File: src/verilog/skew_clock_pkg.sv
// constants for the programmable skew clock driver control block
package skew_clock_pkg;
    // ------------------------------------------------------------
    // register map
    // ------------------------------------------------------------
    localparam logic [11:0] MODE_OFS = 12'h000;
    localparam logic [11:0] SKEW_OFS = 12'h004;
    localparam logic [11:0] STATUS_OFS = 12'h008;
    // mode fields: two-bit three-level codes, then single bits for enable, polarity and power
    localparam int TEST_POS = 0;
    localparam int RANGE_POS = 2;
    localparam int FBDIV_HI_POS = 4;
    localparam int FBDIV_LO_POS = 6;
    localparam int OE_N_POS = 8;
    localparam int POL_POS = 9;
    localparam int PWR_POS = 10;
    localparam int MODE_W = 11;
    // test low, range/divide selects open, enable low, polarity high, powered
    localparam logic [10:0] MODE_RST = 11'h6fc;
    // every bank select open, which reads as mid mid
    localparam logic [15:0] SKEW_RST = 16'hffff;
    // status fields
    localparam int LOCK_POS = 0;
    localparam int LOOP_POS = 1;
    localparam int HALF_POS = 8;
    // ------------------------------------------------------------
    // three-level input codes
    // ------------------------------------------------------------
    localparam logic [1:0] LVL_LOW = 2'h0;
    localparam logic [1:0] LVL_MID = 2'h1;
    localparam logic [1:0] LVL_HIGH = 2'h2;
    localparam logic [1:0] LVL_OPEN = 2'h3;
    // pair codes ll..hh as 3*hi+lo
    localparam logic [3:0] CODE_LL = 4'h0;
    localparam logic [3:0] CODE_HH = 4'h8;
    localparam logic [3:0] CODE_MM = 4'h4;
    // ------------------------------------------------------------
    // oscillator and loop
    // ------------------------------------------------------------
    localparam logic [7:0] HALF_RST = 8'h08;
    localparam logic [7:0] HALF_MIN = 8'h02;
    localparam logic [7:0] HALF_MAX = 8'hfe;
    localparam logic [3:0] UNIT_MAX = 4'ha;
    // zero skew tap, in skew units from the newest history entry
    localparam logic [4:0] ZERO_STEPS = 5'h6;
    localparam int HIST_W = 128;
    localparam logic [3:0] GOOD_LOCK = 4'h8;
    localparam int PCLK_MHZ = 100;
    localparam int LOCK_TIME_US_X10 = 5;
    localparam int LOCK_CYC = LOCK_TIME_US_X10 * 100 * PCLK_MHZ;
endpackage : skew_clock_pkg
File: src/verilog/skew_clock_driver.sv
// control logic of a programmable skew clock driver with apb registers
//
// Decided for this implementation: the APB register port and the address map.
`timescale 1ns/1ns
`default_nettype none
module skew_clock_driver #(
    parameter int LOCK_CYCLES = skew_clock_pkg::LOCK_CYC
) (
    input wire logic pclk,
    input wire logic presetn,
    input wire logic psel,
    input wire logic penable,
    input wire logic pwrite,
    input wire logic [11:0] paddr,
    input wire logic [31:0] pwdata,
    output logic [31:0] prdata,
    output logic pready,
    output logic pslverr,
    input wire logic reference_clock_in,
    input wire logic feedback_clock_in,
    output logic [7:0] bank_clock_out,
    output logic lock_out
);
    // ------------------------------------------------------------
    // apb slave
    // ------------------------------------------------------------
    logic [10:0] mode_ff;
    logic [15:0] skew_ff;
    logic pready_ff;
    logic pslverr_ff;
    logic [31:0] prdata_ff;
    logic lock_ff;
    logic [7:0] half_ff;
    wire hit_mode = paddr == skew_clock_pkg::MODE_OFS;
    wire hit_skew = paddr == skew_clock_pkg::SKEW_OFS;
    wire hit_stat = paddr == skew_clock_pkg::STATUS_OFS;
    wire hit_any = hit_mode || hit_skew || hit_stat;
    wire acc = psel && penable;
    wire wr_done = acc && pready_ff && pwrite;
    wire loop_on;
    wire [31:0] rd_val = hit_mode ? {21'h0, mode_ff} :
                         hit_skew ? {16'h0, skew_ff} :
                         hit_stat ? {16'h0, half_ff, 6'h0, loop_on, lock_ff} : 32'h0;

    // one wait state, answer registered
    always_ff @(posedge pclk or negedge presetn) begin
        if (!presetn) begin
            pready_ff <= 1'b0;
            pslverr_ff <= 1'b0;
            prdata_ff <= 32'h0;
        end else begin
            pready_ff <= acc && !pready_ff;
            pslverr_ff <= acc && !pready_ff && !hit_any;
            prdata_ff <= (acc && !pready_ff && !pwrite) ? rd_val : 32'h0;
        end
    end

    // control registers, status is read only
    always_ff @(posedge pclk or negedge presetn) begin
        if (!presetn) begin
            mode_ff <= skew_clock_pkg::MODE_RST;
            skew_ff <= skew_clock_pkg::SKEW_RST;
        end else begin
            if (wr_done && hit_mode) mode_ff <= pwdata[skew_clock_pkg::MODE_W-1:0];
            if (wr_done && hit_skew) skew_ff <= pwdata[15:0];
        end
    end
    assign pready = pready_ff;
    assign pslverr = pslverr_ff;
    assign prdata = prdata_ff;

    // ------------------------------------------------------------
    // three-level decode
    // ------------------------------------------------------------
    // open input counts as mid
    function automatic logic [1:0] trit(input logic [1:0] v);
        trit = (v == skew_clock_pkg::LVL_OPEN) ? skew_clock_pkg::LVL_MID : v;
    endfunction : trit
    // pair of selects into code 0..8
    function automatic logic [3:0] pair(input logic [1:0] hi, input logic [1:0] lo);
        logic [3:0] h;
        logic [3:0] l;
        h = {2'h0, trit(hi)};
        l = {2'h0, trit(lo)};
        pair = 4'((h << 1) + h + l);
    endfunction : pair
    wire [1:0] test_sel = trit(mode_ff[skew_clock_pkg::TEST_POS +: 2]);
    wire [1:0] vco_range_select = trit(mode_ff[skew_clock_pkg::RANGE_POS +: 2]);
    wire [3:0] fbdiv_code = pair(mode_ff[skew_clock_pkg::FBDIV_HI_POS +: 2],
                                 mode_ff[skew_clock_pkg::FBDIV_LO_POS +: 2]);
    wire sync_output_enable_n = mode_ff[skew_clock_pkg::OE_N_POS];
    wire edge_polarity_select = mode_ff[skew_clock_pkg::POL_POS];
    wire power_down_n = mode_ff[skew_clock_pkg::PWR_POS];
    wire test_mid_off = test_sel == skew_clock_pkg::LVL_MID && sync_output_enable_n;
    wire bypass = test_sel != skew_clock_pkg::LVL_LOW && !test_mid_off;
    assign loop_on = power_down_n && !bypass;

    // feedback divide ratio by code
    logic [3:0] fbk_ratio;
    always_comb begin
        unique case (fbdiv_code)
            4'h0: fbk_ratio = 4'h2;
            4'h1: fbk_ratio = 4'h3;
            4'h2: fbk_ratio = 4'h4;
            4'h3: fbk_ratio = 4'h5;
            4'h4: fbk_ratio = 4'h1;
            4'h5: fbk_ratio = 4'h6;
            4'h6: fbk_ratio = 4'h8;
            4'h7: fbk_ratio = 4'ha;
            default: fbk_ratio = 4'hc;
        endcase
    end

    // ------------------------------------------------------------
    // input synchronisers and edges
    // ------------------------------------------------------------
    logic [2:0] ref_sync_ff;
    logic [2:0] fbk_sync_ff;
    always_ff @(posedge pclk or negedge presetn) begin
        if (!presetn) begin
            ref_sync_ff <= 3'h0;
            fbk_sync_ff <= 3'h0;
        end else begin
            ref_sync_ff <= {ref_sync_ff[1:0], reference_clock_in};
            fbk_sync_ff <= {fbk_sync_ff[1:0], feedback_clock_in};
        end
    end
    // compare on the edge chosen by polarity
    wire ref_rise = ref_sync_ff[1] && !ref_sync_ff[2];
    wire ref_fall = !ref_sync_ff[1] && ref_sync_ff[2];
    wire fbk_rise = fbk_sync_ff[1] && !fbk_sync_ff[2];
    wire fbk_fall = !fbk_sync_ff[1] && fbk_sync_ff[2];
    wire ref_ev = edge_polarity_select ? ref_rise : ref_fall;
    wire fbk_ev = edge_polarity_select ? fbk_rise : fbk_fall;

    // ------------------------------------------------------------
    // feedback divider and phase detector
    // ------------------------------------------------------------
    logic [3:0] fbk_cnt_ff;
    logic [9:0] ph_cnt_ff;
    logic [9:0] ref_per_ff;
    logic [3:0] good_ff;
    logic [16:0] acq_ff;
    logic [7:0] nxt_half;
    wire fbk_div_ev = fbk_ev && (fbk_cnt_ff >= fbk_ratio - 4'h1);
    wire fbk_late = ph_cnt_ff < {1'b0, ref_per_ff[9:1]};
    wire in_window = ref_ev || ph_cnt_ff <= 10'h1 || ph_cnt_ff + 10'h1 >= ref_per_ff;
    wire acq_out = acq_ff >= 17'(LOCK_CYCLES);

    // divide feedback edges by the selected ratio
    always_ff @(posedge pclk or negedge presetn) begin
        if (!presetn) begin
            fbk_cnt_ff <= 4'h0;
        end else if (fbk_ev) begin
            fbk_cnt_ff <= fbk_div_ev ? 4'h0 : fbk_cnt_ff + 4'h1;
        end
    end

    // time since the last reference edge and its period
    always_ff @(posedge pclk or negedge presetn) begin
        if (!presetn) begin
            ph_cnt_ff <= 10'h0;
            ref_per_ff <= 10'h0;
        end else if (ref_ev) begin
            ph_cnt_ff <= 10'h0;
            ref_per_ff <= ph_cnt_ff + 10'h1;
        end else if (ph_cnt_ff != 10'h3ff) begin
            ph_cnt_ff <= ph_cnt_ff + 10'h1;
        end
    end

    // steer oscillator half period up or down
    always_comb begin
        nxt_half = half_ff;
        if (!loop_on || acq_out) begin
            nxt_half = skew_clock_pkg::HALF_RST;
        end else if (fbk_div_ev && !in_window) begin
            if (fbk_late && half_ff > skew_clock_pkg::HALF_MIN) begin
                nxt_half = half_ff - 8'h1;
            end else if (!fbk_late && half_ff < skew_clock_pkg::HALF_MAX) begin
                nxt_half = half_ff + 8'h1;
            end
        end
    end

    // lock bookkeeping; a new frequency drops lock and restarts acquisition
    always_ff @(posedge pclk or negedge presetn) begin
        if (!presetn) begin
            half_ff <= skew_clock_pkg::HALF_RST;
            good_ff <= 4'h0;
            acq_ff <= 17'h0;
            lock_ff <= 1'b0;
        end else begin
            half_ff <= nxt_half;
            if (!loop_on || acq_out || (ref_ev && ph_cnt_ff + 10'h1 != ref_per_ff)) begin
                good_ff <= 4'h0;
            end else if (fbk_div_ev) begin
                good_ff <= !in_window ? 4'h0 :
                           (good_ff == skew_clock_pkg::GOOD_LOCK) ? good_ff : good_ff + 4'h1;
            end
            acq_ff <= (lock_ff || !loop_on || acq_out) ? 17'h0 : acq_ff + 17'h1;
            lock_ff <= loop_on && good_ff == skew_clock_pkg::GOOD_LOCK;
        end
    end
    assign lock_out = lock_ff;

    // ------------------------------------------------------------
    // oscillator and base clock
    // ------------------------------------------------------------
    logic [7:0] osc_cnt_ff;
    logic osc_ff;
    always_ff @(posedge pclk or negedge presetn) begin
        if (!presetn) begin
            osc_cnt_ff <= 8'h0;
            osc_ff <= 1'b0;
        end else if (!loop_on) begin
            osc_cnt_ff <= 8'h0;
            osc_ff <= 1'b0;
        end else if (osc_cnt_ff + 8'h1 >= half_ff) begin
            osc_cnt_ff <= 8'h0;
            osc_ff <= !osc_ff;
        end else begin
            osc_cnt_ff <= osc_cnt_ff + 8'h1;
        end
    end
    // reference goes straight through in bypass
    wire base = bypass ? ref_sync_ff[1] : osc_ff;

    // history of the base clock, one tap per cycle
    logic [skew_clock_pkg::HIST_W-1:0] hist_ff;
    always_ff @(posedge pclk or negedge presetn) begin
        if (!presetn) begin
            hist_ff <= '0;
        end else begin
            hist_ff <= {hist_ff[skew_clock_pkg::HIST_W-2:0], power_down_n && base};
        end
    end
    // reference point for zero skew sits six units into the history
    wire base_rise = hist_ff[0] && !hist_ff[1];
    wire base_fall = !hist_ff[0] && hist_ff[1];
    wire sel_edge = edge_polarity_select ? base_rise : base_fall;

    // skew unit: period over 32, 16 or 8 by range
    wire [8:0] period = {half_ff, 1'b0};
    wire [8:0] unit_raw = (vco_range_select == skew_clock_pkg::LVL_LOW) ? period >> 5 :
                          (vco_range_select == skew_clock_pkg::LVL_MID) ? period >> 4 :
                          period >> 3;
    wire [3:0] unit = (unit_raw == 9'h0) ? 4'h1 :
                      (unit_raw > {5'h0, skew_clock_pkg::UNIT_MAX}) ? skew_clock_pkg::UNIT_MAX :
                      unit_raw[3:0];

    // ------------------------------------------------------------
    // divided clocks, changing on the selected edge
    // ------------------------------------------------------------
    logic d2_ff;
    logic [1:0] d4_ff;
    always_ff @(posedge pclk or negedge presetn) begin
        if (!presetn) begin
            d2_ff <= 1'b0;
            d4_ff <= 2'h0;
        end else if (sel_edge) begin
            d2_ff <= !d2_ff;
            d4_ff <= d4_ff + 2'h1;
        end
    end
    // quarter clock rises with the half clock
    wire d4 = d4_ff[1] ^ d4_ff[0];

    // ------------------------------------------------------------
    // per-bank selection, enable and output
    // ------------------------------------------------------------
    logic [3:0] en_ff;
    logic [3:0] park;
    for (genvar b = 0; b < 4; b++) begin : g_bank
        wire [3:0] code = pair(skew_ff[4*b+2 +: 2], skew_ff[4*b +: 2]);
        wire ll = code == skew_clock_pkg::CODE_LL;
        wire hh = code == skew_clock_pkg::CODE_HH;
        wire wide = b >= 2;
        wire inv = b == 3 && hh;
        // steps of skew units, negative lead, positive lag
        wire [4:0] steps = inv ? skew_clock_pkg::ZERO_STEPS :
                           wide ? 5'(({1'b0, code} << 1) - 5'h2) :
                           5'({1'b0, code} + 5'h2);
        // tap index: steps times unit, zero skew at six units
        wire [6:0] idx = 7'(steps * unit);
        wire tap = hist_ff[idx];
        wire val = (wide && ll) ? d2_ff :
                   (b == 2 && hh) ? d4 :
                   inv ? !tap : tap;
        // bank two stays on unless individually disabled
        wire keep = test_mid_off ? !ll : (b == 1 || !sync_output_enable_n);
        assign park[b] = inv ? edge_polarity_select : !edge_polarity_select;
        logic [1:0] out_ff;
        always_ff @(posedge pclk or negedge presetn) begin
            if (!presetn) begin
                en_ff[b] <= 1'b1;
            end else if (sel_edge || !power_down_n) begin
                en_ff[b] <= keep;
            end
        end
        always_ff @(posedge pclk or negedge presetn) begin
            if (!presetn) begin
                out_ff <= 2'h0;
            end else begin
                out_ff <= !power_down_n ? 2'h0 : {2{en_ff[b] ? val : park[b]}};
            end
        end
        assign bank_clock_out[2*b +: 2] = out_ff;
    end

    // ------------------------------------------------------------
    // checks
    // ------------------------------------------------------------
    property p_bypass_stops_loop;
        @(posedge pclk) disable iff (!presetn)
            (test_sel == skew_clock_pkg::LVL_HIGH) |-> !loop_on ##1 !osc_ff;
    endproperty
    a_bypass_stops_loop: assert property (p_bypass_stops_loop) else $error("loop runs in bypass");

    property p_bank_two_runs;
        @(posedge pclk) disable iff (!presetn)
            (!test_mid_off && power_down_n) ##1 sel_edge |=> en_ff[1];
    endproperty
    a_bank_two_runs: assert property (p_bank_two_runs) else $error("bank two stopped");

    property p_enable_sync;
        @(posedge pclk) disable iff (!presetn)
            (!sel_edge && power_down_n) |=> $stable(en_ff);
    endproperty
    a_enable_sync: assert property (p_enable_sync) else $error("enable moved off edge");

    property p_park_level;
        @(posedge pclk) disable iff (!presetn)
            (power_down_n && !en_ff[0]) |=> bank_clock_out[1:0] == {2{$past(park[0])}};
    endproperty
    a_park_level: assert property (p_park_level) else $error("parked level wrong");

    property p_power_down;
        @(posedge pclk) disable iff (!presetn)
            !power_down_n |=> bank_clock_out == 8'h0 ##1 !lock_out;
    endproperty
    a_power_down: assert property (p_power_down) else $error("outputs alive in power-down");

    property p_lock_needs_loop;
        @(posedge pclk) disable iff (!presetn)
            !loop_on |=> !lock_out;
    endproperty
    a_lock_needs_loop: assert property (p_lock_needs_loop) else $error("lock without loop");

    property p_fbk_divide;
        @(posedge pclk) disable iff (!presetn)
            fbk_div_ev |=> fbk_cnt_ff == 4'h0;
    endproperty
    a_fbk_divide: assert property (p_fbk_divide) else $error("feedback divider off");

    property p_half_toggle;
        @(posedge pclk) disable iff (!presetn)
            sel_edge |=> d2_ff != $past(d2_ff) && d4_ff == $past(d4_ff) + 2'h1;
    endproperty
    a_half_toggle: assert property (p_half_toggle) else $error("divider missed edge");

    property p_unit_range;
        @(posedge pclk) disable iff (!presetn)
            unit >= 4'h1 && unit <= skew_clock_pkg::UNIT_MAX;
    endproperty
    a_unit_range: assert property (p_unit_range) else $error("skew unit out of range");

    property p_apb_answer;
        @(posedge pclk) disable iff (!presetn)
            (psel && penable && !pready) |=> pready ##1 !pready;
    endproperty
    a_apb_answer: assert property (p_apb_answer) else $error("apb answer late");
endmodule : skew_clock_driver
`default_nettype wire

File: config.mk
export PLATFORM = sky130hd
export DESIGN_NAME = skew_clock_driver
export DESIGN_NICKNAME = d
export VERILOG_FILES = /design/src/verilog/skew_clock_pkg.sv /design/src/verilog/skew_clock_driver.sv
export SDC_FILE = /design/constraint.sdc
export NUM_CORES = 1
export LEC_CHECK = 0
export ABC_CLOCK_PERIOD_IN_PS = 11800
export BUFFER_PORTS_ARGS = -buffer_cell sky130_fd_sc_hd__buf_2
export CAP_MARGIN = 20
export CORE_MARGIN = 2
export CORE_UTILIZATION = 60
export CTS_BUF_LIST = sky130_fd_sc_hd__clkbuf_2 sky130_fd_sc_hd__clkbuf_4 sky130_fd_sc_hd__clkbuf_8
export DETAILED_ROUTE_END_ITERATION = 12
export PLACE_DENSITY = 0.79
export SLEW_MARGIN = 20
export SYNTH_ARGS = -nofsm -noshare
export SYNTH_HDL_FRONTEND = slang
export SYNTH_SLANG_ARGS = --single-unit
File: constraint.sdc
create_clock -name pclk -period 11.8 [get_ports pclk]
set_input_delay 1.18 -clock pclk [delete_from_list [all_inputs] [get_ports pclk]]
set_output_delay 1.18 -clock pclk [all_outputs]
set_load 0.02 [all_outputs]
==> impl_metrics.toml <==
[outcome]
outcome = "complete, no violations"

[sta]
worst_pin_slew_ps = 1150
finalMaxSlewViolations = 0
hold_viol_final = 0
relSlewSlack = 0.230
max_freq_mhz = 176
hold_ws_ps = 340
fin_crit_sh = 0.482
rsz0062_at_grt = "false"
clock_skew_ps = 69.0
period_needed_ps = 5680
setup_slack_ps = 6120
finalSetupTns_ps = 0
setup_viol = 0

[worst_setup_path]
cp-start-kind = "flip-flop"
cp_cell_sequence = "or2b_2, a21oi_2, a21oi_4, o21ai_0, buf_4, nor2_1, ha_1, ha_1, inv_1, nor2_1, nand3_1, nand3_1, a31oi_1, nor3_1, o21ai_1"
cp-end-kind = "flip-flop"
setup.worst_path.start = "half_ff[5]"
crit_arrival_ps = 6140
cpPeakStageDelay_ps = 840
crit_fanout = 13
worstPathRequired_ps = 12250
critPathSlowestCell = "nor2_1"
reg2reg_from = "half_ff[5]"
path_class = "flip-flop to flip-flop"

[global_route]
grt_overflow = 0
grt_first_pass_wirelength_um = 64300
grt_pass1_vias = 12520
antenna_found_initial = 0
track_usage = 0.285
grt_max_degree = 119

[final_layout]
diodes = 0
utilization = 0.663
fin_cells = 2000
area_growth_pct = 8.22
drive_gt1_frac = 0.176
nets = 1802

[cts]
clk_path_buf_depth = 3
numCtsBuffers = 44
clkSinkCount = 253
htree_num_levels = 2
cts_tree = "built"
holdBufCountCts = 0
cts_resized = 0
clk_latency_ps = 600
path_clk_slew_ps = 60
post-cts-setup-buffers = 0
root_buffer = "clkbuf_8"

[power_and_ir_drop]
swShare = 0.248
pwr-share-clk = 0.463
p_leak_nw = 8.07
p_int_mw = 1.50
switching_power_uw = 495
ir_drop_mv = 0.106
pwr-share-seq = 0.454
power_density_nw_per_um2 = 115
p_comb_frac = 0.084

[synthesis]
avgSynthCellArea_um2 = 9.98
synth_top_area_cell = "dfrtp_1"
synth_area_leaders = "dfrtp_1 (35%), ha_1 (7.4%), mux4_2 (5.8%), dfstp_2 (4.8%), nand2_1 (4.8%)"
synthFlopType = "dfrtp_1"
syn_inst = 1599
synth_top_area_frac = 0.351
netlist_area_um2 = 16000
async_flop_share = 1.00
ys_types = 79
synth.yosys.seq_area_share = 0.399
yosysWarnings = 0
synth_edf_count = 0
ys_ff_latch = 253

[floorplan]
die_h_um = 167
die_w_um = 167
core_area_um2 = 26100
std_cell_rows = 59
die_area_um2 = 27900
pin_count = 94
start_util = 0.613

[route]
avgViaCountPerCell = 6.27
routedWlPerCell_um = 19.8
drt-pass1-iter-count = 8
drt-total-wl_um = 39500
antenna_left = 0
drt_first_iter_violations = 1327
drc = 0
vias = 12535

[place]
gp_congestion = 0.956
pre_cts_ws_ps = 6260
dp_hpwl_um = 27500
dp.cells = 1918
portBuffers = 61

[worst_hold_path]
min-delay-path-class = "flip-flop to flip-flop"
hp-start = "ref_sync_ff[0]"

[flow_run]
drv_cap = 0
## per-stage QoR
stage	instance area [um^2]	total power, mW
6_report	17300	1.99
5_1_grt	17300	2.08
4_1_cts	17300	2.01
3_5_place_dp	16200	1.09
3_3_place_gp	16200	1.08
2_1_floorplan	16000	1.04
## cells by family after synthesis
| logic type | share of synthesized area |
|---|---|
| simple gates | 0.174 |
| flops | 0.399 |
| compound gates | 0.107 |
| buf+inv | 0.0575 |
| mux | 0.118 |
| fa+ha+maj | 0.108 |
| xor+xnor | 0.0368 |
| other cells | 0.000235 |
## cell usage in the layout, fill, tap and decap left out, types with 9 or more instances in the layout
master and instances:
mux2_2 31, mux4_2 41, o211ai_1 20, fa_1 27
a31oi_1 16, buf_2 60, o21ai_0 29, nor4_1 9
nor2b_1 33, a32oi_1 13, a22oi_1 19, nand3_1 88
inv_1 75, and3_1 10, or2_2 12, ha_1 95
nor3_1 14, a21oi_1 62, mux2i_1 59, dfrtp_1 224
dfstp_2 29, xor2_1 30, clkbuf_8 57, xnor2_1 37
nand2_1 203, nand4_1 25, o2111ai_1 21, a21o_1 23
nor2_1 143, nand2b_1 24, conb_1 17, clkbuf_4 13
buf_4 14, and2_1 9
## worst max-delay path, delay by kind of cell, from the launching register on
family,cells,cell delay [ps]
simple gates,6,1990
flops,1,560
fa+ha+maj,2,1000
compound gates,5,1410
buf+inv,2,600
## cells in the mapped netlist (3+ instances only)
master / number
dfrtp_1: 224
nand2_1: 203
nor2_1: 144
ha_1: 95
nand3_1: 88
inv_1: 75
a21oi_1: 62
mux2i_1: 59
clkbuf_1: 55
mux4_2: 41
xnor2_1: 37
nor2b_1: 34
mux2_2: 31
xor2_1: 30
dfstp_2: 29
o21ai_0: 29
fa_1: 27
nand4_1: 25
buf_4: 24
nand2b_1: 24
a21o_1: 23
o2111ai_1: 21
o211ai_1: 20
a22oi_1: 19
a31oi_1: 16
nor3_1: 14
a32oi_1: 13
buf_6: 12
or2_2: 12
and3_1: 10
nor4_1: 10
and2_1: 9
buf_2: 9
a311oi_1: 6
buf_1: 4
nand3b_1: 4
o21ai_1: 4
a211oi_1: 3
o21bai_1: 3
o22ai_1: 3
or2b_2: 3
## final timing paths
check | end | slack, ps | cells after the start
setup / recovery | g_bank[1].out_ff[0] | 6120 | 15
hold / removal | ref_sync_ff[1] | 340 | 0
setup reg to reg | g_bank[1].out_ff[0] | 6120 | 15
hold reg to reg | ref_sync_ff[1] | 340 | 0
max in group asynchronous | prdata[6] | 9640 | 2
min in group asynchronous | hist_ff[119] | 640 | 1
## metal layers
metal	part of all wire	routed length (um)	global-route usage	vias to the layer above
li1	-	-	-	5667
met1	0.41	16200	0.391	6093
met2	0.46	18200	0.445	624
met3	0.084	3320	0.0501	151
met4	0.044	1760	0.132	0
met5	0	0	0	-
## registers in the layout (all words and copies together) (netlist names)
register and count:
ref_sync_ff 3, en_ff 4, pready 1, d4_ff 2, good_ff 4, ph_cnt_ff 10
fbk_sync_ff 3, g_bank.out_ff 4, osc_ff 1, prdata 16, skew_ff 16, half_ff 8
hist_ff 128, lock_out 1, fbk_cnt_ff 4, d2_ff 1, mode_ff 11, pslverr 1
osc_cnt_ff 8, ref_per_ff 10, acq_ff 17
## power groups by stage
stage	Combinational [mW]	Sequential, mW	Clock (mW)
after floorplan	0.122	0.916	0
after global placement	0.163	0.919	0
after detailed placement	0.168	0.920	0
after CTS	0.169	0.905	0.938
after global routing	0.194	0.907	0.980
final	0.167	0.905	0.922
## layout make-up
class                   instances  area, um^2
clock buffers                  70         882
clock inverters                12         150
fillers                      1990        8790
inverters                      75         282
multi-input cells            1180        8750
flip-flops and latches        253        6370
well taps                     335         419
repair buffers                 75         420
Power figures use the tool's default switching activity.
